===== src/logic/ffiv_regs.svh =====
// register offsets, field codes and timing counts for the first-fault and input-voltage bank
//
// How it works
// - four-bit first-fault code, zero means none
// - supply restart clears the first-fault code
// - reading the code returns it, then clears
// - codes 1-3: core, main overvoltage, checksum
// - codes 4-6: current trip flags
// - codes 7-9: load, local overvoltage, external
// - codes 10-12: overtemperature, undervoltage, reverse
// - codes 13-15: continuity, share bus, line sense
// - input voltage is sense over modulation
// - two reads: upper byte, then lower byte
`ifndef FFIV_REGS_SVH
`define FFIV_REGS_SVH

// ----------------------------------------------------------------
// register indices (byte address is four times the index)
// ----------------------------------------------------------------
`define FAULT_CODE_IDX  8'h10
`define VIN_VALUE_IDX   8'h12
`define IRQ_STATUS_IDX  8'h20
`define IRQ_MASK_IDX    8'h21
`define CONTROL_IDX     8'h22

// ----------------------------------------------------------------
// field positions and reset values
// ----------------------------------------------------------------
`define IRQ_FAULT_BIT   0
`define IRQ_VIN_BIT     1
`define IRQ_ZERO_BIT    2
`define IRQ_W           3
`define CTRL_SAMPLE_BIT 0
`define CTRL_RESET      1'b1
`define MASK_RESET      3'h0
`define FAULT_W         4

// ----------------------------------------------------------------
// first-fault codes
// ----------------------------------------------------------------
`define CODE_NONE       4'h0
`define CODE_CORE_OV    4'h1
`define CODE_MAIN_OV    4'h2
`define CODE_CHECKSUM   4'h3
`define CODE_CUR_FAST   4'h4
`define CODE_CUR_PREC   4'h5
`define CODE_OUT_PREC   4'h6
`define CODE_LOAD_OV    4'h7
`define CODE_LOCAL_OV   4'h8
`define CODE_EXT_FAULT  4'h9
`define CODE_OVERTEMP   4'ha
`define CODE_UNDERVOLT  4'hb
`define CODE_REVERSE    4'hc
`define CODE_CONTINUITY 4'hd
`define CODE_SHARE_BUS  4'he
`define CODE_LINE_SENSE 4'hf

// ----------------------------------------------------------------
// timing
// ----------------------------------------------------------------
`define MCLK_PERIOD_NS  32'd50
`define VIN_SAMPLE_NS   32'd10000
`define VIN_SAMPLE_CYC  (`VIN_SAMPLE_NS / `MCLK_PERIOD_NS)

`endif


===== src/logic/ffiv_pkg.sv =====
// types shared by the first-fault and input-voltage bank
package ffiv_pkg;

  typedef enum logic [2:0] {
    DIV_IDLE = 3'b001,
    DIV_RUN  = 3'b010,
    DIV_DONE = 3'b100
  } div_state_t;

  typedef logic [3:0] fault_code_t;

endpackage


===== src/logic/first_fault_and_input_voltage_regs.sv =====
// first-fault code and derived input-voltage registers behind an apb slave
//
// Added by the designer: the APB register port.
`timescale 1ns/1ps
`include "ffiv_regs.svh"
module first_fault_and_input_voltage_regs #(
  parameter int SENSE_W    = 12,
  parameter int MOD_W      = 8,
  parameter int SAMPLE_CYC = `VIN_SAMPLE_CYC
) (
  // clock and reset
  input  wire logic               mclk,
  input  wire logic               resetn,
  // apb slave
  input  wire logic               psel,
  input  wire logic               penable,
  input  wire logic               pwrite,
  input  wire logic [11:0]        paddr,
  input  wire logic [31:0]        pwdata,
  output logic                    pready,
  output logic                    pslverr,
  output logic [31:0]             prdata,
  // protection flags
  input  wire logic               core_supply_overvoltage,
  input  wire logic               main_supply_overvoltage,
  input  wire logic               config_checksum_error,
  input  wire logic               input_current_fast_trip,
  input  wire logic               input_current_precise_trip,
  input  wire logic               output_current_precise_trip,
  input  wire logic               load_side_overvoltage,
  input  wire logic               local_overvoltage,
  input  wire logic               external_fault_input,
  input  wire logic               overtemperature,
  input  wire logic               undervoltage,
  input  wire logic               reverse_voltage,
  input  wire logic               voltage_continuity_error,
  input  wire logic               share_bus_fault,
  input  wire logic               line_sense_fault,
  input  wire logic               supply_restart,
  // measurements
  input  wire logic [SENSE_W-1:0] local_output_sense,
  input  wire logic [MOD_W-1:0]   pwm_modulation,
  // interrupt
  output logic                    irq
);
  localparam int TICK_W = $clog2(SAMPLE_CYC + 1);

  logic [15:1]           flag_vec;
  logic [15:1]           flag_prev_reg;
  logic [15:1]           flag_rise;
  ffiv_pkg::fault_code_t first_code;
  ffiv_pkg::fault_code_t fault_code_reg;
  logic                  fault_clear;
  logic [15:0]           vin_reg;
  logic [7:0]            lo_pend_reg;
  logic [7:0]            lo_snap_reg;
  logic                  second_byte_reg;
  logic [`IRQ_W-1:0]     status_reg;
  logic [`IRQ_W-1:0]     mask_reg;
  logic [`IRQ_W-1:0]     status_set;
  logic                  sample_en_reg;
  logic [TICK_W-1:0]     tick_cnt_reg;
  logic                  tick;
  logic                  div_done;
  logic                  div_zero;
  logic [15:0]           div_quo;
  logic                  setup;
  logic                  access;
  logic [7:0]            idx;
  logic                  hit;
  logic                  rd_fault;
  logic                  rd_vin;
  logic                  wr_status;
  logic                  wr_mask;
  logic                  wr_ctrl;

  // ----------------------------------------------------------------
  // flag edges and first-fault priority
  // ----------------------------------------------------------------
  assign flag_vec = {line_sense_fault, share_bus_fault, voltage_continuity_error,
                     reverse_voltage, undervoltage, overtemperature,
                     external_fault_input, local_overvoltage, load_side_overvoltage,
                     output_current_precise_trip, input_current_precise_trip,
                     input_current_fast_trip, config_checksum_error,
                     main_supply_overvoltage, core_supply_overvoltage};
  assign flag_rise = flag_vec & ~flag_prev_reg;

  always_ff @(posedge mclk) begin
    if (!resetn) begin
      flag_prev_reg <= '0;
    end else begin
      flag_prev_reg <= flag_vec;
    end
  end

  // lowest code wins when flags rise together
  always_comb begin
    first_code = `CODE_NONE;
    for (int i = 15; i >= 1; i--) begin
      if (flag_rise[i]) begin
        first_code = 4'(i);
      end
    end
  end

  // ----------------------------------------------------------------
  // apb decode
  // ----------------------------------------------------------------
  assign setup     = psel && !penable;
  assign access    = psel && penable;
  assign idx       = paddr[9:2];
  assign hit       = (paddr[11:10] == 2'b00) && (paddr[1:0] == 2'b00) &&
                     (idx == `FAULT_CODE_IDX || idx == `VIN_VALUE_IDX ||
                      idx == `IRQ_STATUS_IDX || idx == `IRQ_MASK_IDX ||
                      idx == `CONTROL_IDX);
  assign pready    = access;
  assign pslverr   = access && !hit;
  assign rd_fault  = access && !pwrite && hit && idx == `FAULT_CODE_IDX;
  assign rd_vin    = access && !pwrite && hit && idx == `VIN_VALUE_IDX;
  assign wr_status = access && pwrite && hit && idx == `IRQ_STATUS_IDX;
  assign wr_mask   = access && pwrite && hit && idx == `IRQ_MASK_IDX;
  assign wr_ctrl   = access && pwrite && hit && idx == `CONTROL_IDX;

  // clear only what was returned, so a code caught during the setup cycle survives
  assign fault_clear = supply_restart ||
                       (rd_fault && prdata[3:0] == fault_code_reg);

  // ----------------------------------------------------------------
  // first-fault register
  // ----------------------------------------------------------------
  always_ff @(posedge mclk) begin
    if (!resetn) begin
      fault_code_reg <= `CODE_NONE;
    end else if (first_code != `CODE_NONE &&
                 (fault_code_reg == `CODE_NONE || fault_clear)) begin
      fault_code_reg <= first_code;
    end else if (fault_clear) begin
      fault_code_reg <= `CODE_NONE;
    end
  end

  // ----------------------------------------------------------------
  // sample rate tick and divider
  // ----------------------------------------------------------------
  always_ff @(posedge mclk) begin
    if (!resetn) begin
      tick_cnt_reg <= '0;
    end else if (tick) begin
      tick_cnt_reg <= '0;
    end else begin
      tick_cnt_reg <= tick_cnt_reg + 1'b1;
    end
  end

  assign tick = (tick_cnt_reg == TICK_W'(SAMPLE_CYC - 1));

  vin_divider #(
    .SENSE_W (SENSE_W),
    .MOD_W   (MOD_W),
    .OUT_W   (16)
  ) u_div (
    .mclk       (mclk),
    .resetn     (resetn),
    .start      (tick && sample_en_reg),
    .sense      (local_output_sense),
    .modulation (pwm_modulation),
    .done       (div_done),
    .div_zero   (div_zero),
    .quotient   (div_quo)
  );

  always_ff @(posedge mclk) begin
    if (!resetn) begin
      vin_reg <= '0;
    end else if (div_done) begin
      vin_reg <= div_quo;
    end
  end

  // ----------------------------------------------------------------
  // two-read byte sequencing of the input voltage
  // ----------------------------------------------------------------
  always_ff @(posedge mclk) begin
    if (!resetn) begin
      second_byte_reg <= 1'b0;
      lo_pend_reg     <= '0;
      lo_snap_reg     <= '0;
    end else begin
      if (setup) begin
        lo_pend_reg <= vin_reg[7:0];
      end
      if (rd_vin && !second_byte_reg) begin
        lo_snap_reg     <= lo_pend_reg;
        second_byte_reg <= 1'b1;
      end else if (access) begin
        second_byte_reg <= 1'b0;
      end
    end
  end

  // ----------------------------------------------------------------
  // read data, latched in the setup cycle
  // ----------------------------------------------------------------
  always_ff @(posedge mclk) begin
    if (!resetn) begin
      prdata <= '0;
    end else if (setup && !pwrite) begin
      prdata <= '0;
      if (paddr[11:10] == 2'b00 && paddr[1:0] == 2'b00) begin
        unique case (idx)
          `FAULT_CODE_IDX: prdata[3:0] <= fault_code_reg;
          `VIN_VALUE_IDX:  prdata[7:0] <= second_byte_reg ? lo_snap_reg
                                                          : vin_reg[15:8];
          `IRQ_STATUS_IDX: prdata[`IRQ_W-1:0] <= status_reg;
          `IRQ_MASK_IDX:   prdata[`IRQ_W-1:0] <= mask_reg;
          `CONTROL_IDX:    prdata[`CTRL_SAMPLE_BIT] <= sample_en_reg;
          default:         prdata <= '0;
        endcase
      end
    end
  end

  // ----------------------------------------------------------------
  // control and interrupt registers
  // ----------------------------------------------------------------
  always_ff @(posedge mclk) begin
    if (!resetn) begin
      sample_en_reg <= `CTRL_RESET;
      mask_reg      <= `MASK_RESET;
    end else begin
      if (wr_ctrl) begin
        sample_en_reg <= pwdata[`CTRL_SAMPLE_BIT];
      end
      if (wr_mask) begin
        mask_reg <= pwdata[`IRQ_W-1:0];
      end
    end
  end

  always_comb begin
    status_set = '0;
    status_set[`IRQ_FAULT_BIT] = first_code != `CODE_NONE &&
                                 (fault_code_reg == `CODE_NONE || fault_clear);
    status_set[`IRQ_VIN_BIT]   = div_done;
    status_set[`IRQ_ZERO_BIT]  = div_done && div_zero;
  end

  // write one to clear, a new event wins
  always_ff @(posedge mclk) begin
    if (!resetn) begin
      status_reg <= '0;
    end else begin
      status_reg <= (status_reg & ~(wr_status ? pwdata[`IRQ_W-1:0] : '0)) | status_set;
    end
  end

  always_ff @(posedge mclk) begin
    if (!resetn) begin
      irq <= 1'b0;
    end else begin
      irq <= |(status_reg & mask_reg);
    end
  end
endmodule


===== src/logic/vin_divider.sv =====
// sequential divider: sense scaled by modulation full scale, divided by modulation
`timescale 1ns/1ps
module vin_divider #(
  parameter int SENSE_W = 12,
  parameter int MOD_W   = 8,
  parameter int OUT_W   = 16
) (
  // clock and reset
  input  wire logic               mclk,
  input  wire logic               resetn,
  // request
  input  wire logic               start,
  input  wire logic [SENSE_W-1:0] sense,
  input  wire logic [MOD_W-1:0]   modulation,
  // answer
  output logic                    done,
  output logic                    div_zero,
  output logic [OUT_W-1:0]        quotient
);
  localparam int NUM_W = SENSE_W + MOD_W;
  localparam int CNT_W = $clog2(NUM_W + 1);

  ffiv_pkg::div_state_t state_reg;
  logic [NUM_W-1:0]     num_reg;
  logic [NUM_W-1:0]     quo_reg;
  logic [MOD_W:0]       rem_reg;
  logic [MOD_W-1:0]     den_reg;
  logic [CNT_W-1:0]     cnt_reg;
  logic [MOD_W:0]       rem_shift;
  logic [MOD_W:0]       rem_sub;

  assign rem_shift = {rem_reg[MOD_W-1:0], num_reg[NUM_W-1]};
  assign rem_sub   = rem_shift - {1'b0, den_reg};

  // ----------------------------------------------------------------
  // restoring division, one quotient bit a cycle
  // ----------------------------------------------------------------
  always_ff @(posedge mclk) begin
    if (!resetn) begin
      state_reg <= ffiv_pkg::DIV_IDLE;
      num_reg   <= '0;
      quo_reg   <= '0;
      rem_reg   <= '0;
      den_reg   <= '0;
      cnt_reg   <= '0;
      done      <= 1'b0;
      div_zero  <= 1'b0;
      quotient  <= '0;
    end else begin
      done <= 1'b0;
      unique case (state_reg)
        ffiv_pkg::DIV_IDLE: begin
          if (start) begin
            num_reg   <= {sense, {MOD_W{1'b0}}};
            den_reg   <= modulation;
            rem_reg   <= '0;
            quo_reg   <= '0;
            cnt_reg   <= CNT_W'(NUM_W);
            state_reg <= ffiv_pkg::DIV_RUN;
          end
        end
        ffiv_pkg::DIV_RUN: begin
          num_reg <= {num_reg[NUM_W-2:0], 1'b0};
          if (!rem_sub[MOD_W]) begin
            rem_reg <= rem_sub;
            quo_reg <= {quo_reg[NUM_W-2:0], 1'b1};
          end else begin
            rem_reg <= rem_shift;
            quo_reg <= {quo_reg[NUM_W-2:0], 1'b0};
          end
          cnt_reg <= cnt_reg - 1'b1;
          if (cnt_reg == CNT_W'(1)) begin
            state_reg <= ffiv_pkg::DIV_DONE;
          end
        end
        ffiv_pkg::DIV_DONE: begin
          div_zero <= (den_reg == '0);
          // saturate on zero modulation or overflow
          if (den_reg == '0 || quo_reg[NUM_W-1:OUT_W] != '0) begin
            quotient <= '1;
          end else begin
            quotient <= quo_reg[OUT_W-1:0];
          end
          done      <= 1'b1;
          state_reg <= ffiv_pkg::DIV_IDLE;
        end
      endcase
    end
  end
endmodule


===== config.mk =====
export PLATFORM = sky130hd
export DESIGN_NAME = first_fault_and_input_voltage_regs
export DESIGN_NICKNAME = d
export VERILOG_FILES = /design/src/logic/ffiv_pkg.sv /design/src/logic/first_fault_and_input_voltage_regs.sv /design/src/logic/vin_divider.sv
export VERILOG_INCLUDE_DIRS = /design/src /design/src/logic
export SDC_FILE = /design/constraint.sdc
export NUM_CORES = 1
export LEC_CHECK = 0
export BUFFER_PORTS_ARGS = -buffer_cell sky130_fd_sc_hd__buf_2
export CAP_MARGIN = 10
export CORE_ASPECT_RATIO = 0.7
export CORE_MARGIN = 2
export CORE_UTILIZATION = 55
export CTS_BUF_LIST = sky130_fd_sc_hd__clkbuf_16
export DETAILED_ROUTE_END_ITERATION = 8
export PLACE_DENSITY = 0.79
export RECOVER_POWER = 25
export SLEW_MARGIN = 15
export SYNTH_ARGS = -nofsm -noshare
export SYNTH_HDL_FRONTEND = slang
export SYNTH_SLANG_ARGS = --single-unit

===== constraint.sdc =====
create_clock -name mclk -period 6.6 [get_ports mclk]
set_clock_uncertainty 0.15 [all_clocks]
set_input_delay 0.33 -clock mclk [delete_from_list [all_inputs] [get_ports mclk]]
set_output_delay 0.33 -clock mclk [all_outputs]
set_load 0.05 [all_outputs]

==> metrics.md <==
| Metric | Value |
|---|---|
| Worst EP arrival | `3.17 ns` |
| WL per Instance | `15.6 µm` |
| TritonRoute pass-1 iters | `7` |
| Placed insts | `930` |
| Die height | `96.8 µm` |
| Initial antenna violation count | `0` |
| Final wirelength | `15.4 mm` |
| CP Capture Type | `register` |
| GRT Overall Usage | `24.3%` |
| Final Instance Count excl. Fillers | `984` |
| VDD IR-drop max | `215 µV` |
| Crit path launch type | `input port` |
| Layout Utilization | `65.8%` |
| CORE AREA | `0.0119 mm²` |
| Die width | `137 µm` |
| Design area | `0.00780 mm²` |
| Residual DRC | `0` |
| Post-DRT Antenna Nets | `0` |
| Max-slew headroom | `-37.3%` |
| CTS H-tree lvls | `4` |
| Antenna diodes | `0` |
| HP Class | `input port to register` |
| Area delta synth->final | `15.4%` |
| CP Data Required Time | `6.79 ns` |
| Skew-Pair Late Insertion Delay | `0.42 ns` |
| Failing checks | `capacitance limit, slew limit` |
| Number of synthesized register bits | `150` |
| Die area | `0.0132 mm²` |
| Most common cell after layout, fill and taps aside | `dfxtp_1` |
| Port Buf Inserts | `66` |
| Largest cells by area after synthesis | `dfxtp_1 (44%), mux2i_1 (8.1%), nor2_1 (4.7%)` |
| Vias in the first global route | `5,356` |
| Outcome | `complete, but fails checks` |
| Max FFs per register | `20` |
| Period Utilization, post-route | `45.1%` |
| Largest net degree at the start of global routing | `92` |
| First-pass GRT wire length | `25.7 mm` |
| Io pins | `120` |
| Area leader, netlist | `dfxtp_1` |
| Post-synthesis cell count | `748` |
| Post-synth top area share | `44.4%` |
| EDFF count, synth | `0` |
| Post-CTS Repair Setup Buffers | `0` |
| Fin crit period | `2.98 ns` |
| Setup-failing EPs final | `0` |
| Worst-path fanout max | `49` |
| Maxcap violations | `1` |
| Site Rows | `33` |
| TritonCTS clock tree | `built` |
| CTS clk-pin slew, worst paths | `0.06 ns` |
| Clock sink count | `150` |
| Unrepaired setup endpoints after global routing | `false` |
| WHS | `0.00875 ns` |
| Kind of critical path | `input port to register` |
| Bufs on Longest Clock Path | `2` |
| Synth async-reset ratio | `0%` |
| Final Hold Fails | `0` |
| Fmax | `336 MHz` |
| # resized after CTS | `0` |
| Warnings from Yosys | `0` |
| Via count | `5,560` |
| Setup TNS | `0 ns` |
| Post-DP HPWL | `9.85 mm` |
| Root Driver | `clkbuf_16` |
| Iteration-0 DRC Markers | `457` |
| GP Congestion | `0.889` |
| Placed Area | `0.00700 mm²` |
| NumNets Final | `911` |
| Yosys cell types | `62` |
| Share of cells above drive strength 1 | `14.5%` |
| Hold_buf cts | `22` |
| Power Density | `260 mW/mm²` |
| Commonest non-fill, non-tap cells in the layout | `dfxtp_1 (150), nor2_1 (84), nand2_1 (73)` |
| Syn Area/Cell | `9.04 µm²` |
| GRT overflow | `0` |
| Final slew viol count | `50` |
| Mapped Area | `0.00676 mm²` |
| Synth Flop Type | `dfxtp_1` |
| Vias/cell | `5.65` |
| Num CTS Buffers | `17` |
| Worst-Margin Slew | `2.06 ns` |
| Register area share after synthesis | `44.4%` |
| Initial Util | `57.1%` |
| Leak pwr | `3.03 nW` |
==> metrics by stage <==
stage	setup WS (ns)	total power [W]
3_5_place_dp	3.52	0.00107
2_1_floorplan	4.08	0.00105
4_1_cts	3.80	0.00204
6_report	3.62	0.00203
5_1_grt	3.32	0.00209
3_3_place_gp	3.63	0.00106
==> cell usage after synthesis (3+ instances only) <==
cell	instances
nand3_1	35
buf_4	25
mux2_2	3
ha_1	11
mux2i_1	55
a21oi_1	49
dfxtp_1	150
nand2b_1	10
buf_6	5
a32o_1	4
xnor2_1	9
nand3b_1	3
or3_1	4
nor2b_1	16
nor2_1	84
xor2_1	6
nand4_1	8
o221a_2	17
o211ai_1	6
o21ai_0	15
nor3_1	6
and3_1	7
a31oi_1	5
o21a_1	4
and2_1	21
inv_1	17
o31ai_1	3
a222oi_1	3
nand2_1	73
a211oi_1	15
clkbuf_1	31
nor4_1	8
==> worst max-delay path, cell delays in order <==
cell	delay, ns
clkbuf_1	1.45
clkinv_1	0.30
nor2_1	0.74
nand4_1	0.20
o211ai_1	0.15
==> kinds of logic (layout without fill, tap and decap cells) <==
| family | after synthesis | after routing | share of synthesized area [%] |
|---|---|---|---|
| and+or+nand+nor | 293 | 293 | 21.8 |
| AOI/OAI and AO/OA | 135 | 135 | 13.9 |
| other | 1 | 24 | 0.0555 |
| buffers and inverters | 84 | 140 | 6.94 |
| DFF | 150 | 150 | 44.4 |
| adders and majority gates | 12 | 12 | 2.33 |
| xor gates and xnor gates | 15 | 15 | 1.94 |
| muxes | 58 | 58 | 8.64 |
==> final cells by class <==
| cell class | count | area, µm² |
|---|---|---|
| inverter | 17 | 63.8 |
| multi-input combinational | 537 | 3390 |
| sequential | 150 | 3000 |
| tap | 157 | 196 |
| clock buffer | 17 | 425 |
| fill | 958 | 4050 |
| timing repair buffer | 91 | 559 |
| clock inverter | 15 | 165 |
==> worst paths after layout <==
check / from / endpoint / slack, ns / cells past startpoint
setup reg to reg: u_div.num_reg[19]$_SDFFE_PN0P_ / u_div.rem_reg[1]$_SDFFE_PN0P_ / 3.75 / 9
hold reg to reg: vin_reg[6]$_SDFFE_PN0P_ / lo_pend_reg[6]$_SDFFE_PN0P_ / 0.30 / 2
setup / recovery: resetn / u_div.rem_reg[6]$_SDFFE_PN0P_ / 3.62 / 5
hold / removal: pwm_modulation[6] / u_div.den_reg[6]$_SDFFE_PN0P_ / 0.009 / 3
==> metal layers <==
metal	part of all wire [%]	wire length (µm)	vias to the layer above	track usage (%)
met5	0	0	-	0
met4	1.4	221	0	8.89
met3	5.4	832	23	6.13
met2	47	7240	172	37.3
met1	46	7060	2643	32.9
li1	-	-	2722	-
==> power breakdown <==
group	switching (W)	internal, W	leakage (nW)	total [W]
sequential	0.0000103	0.000918	1.21	0.000928
clock	0.000377	0.000589	0.281	0.000966
combinational	0.0000886	0.0000459	1.54	0.000134
No activity file was read; power rests on OpenSTA's default activity.
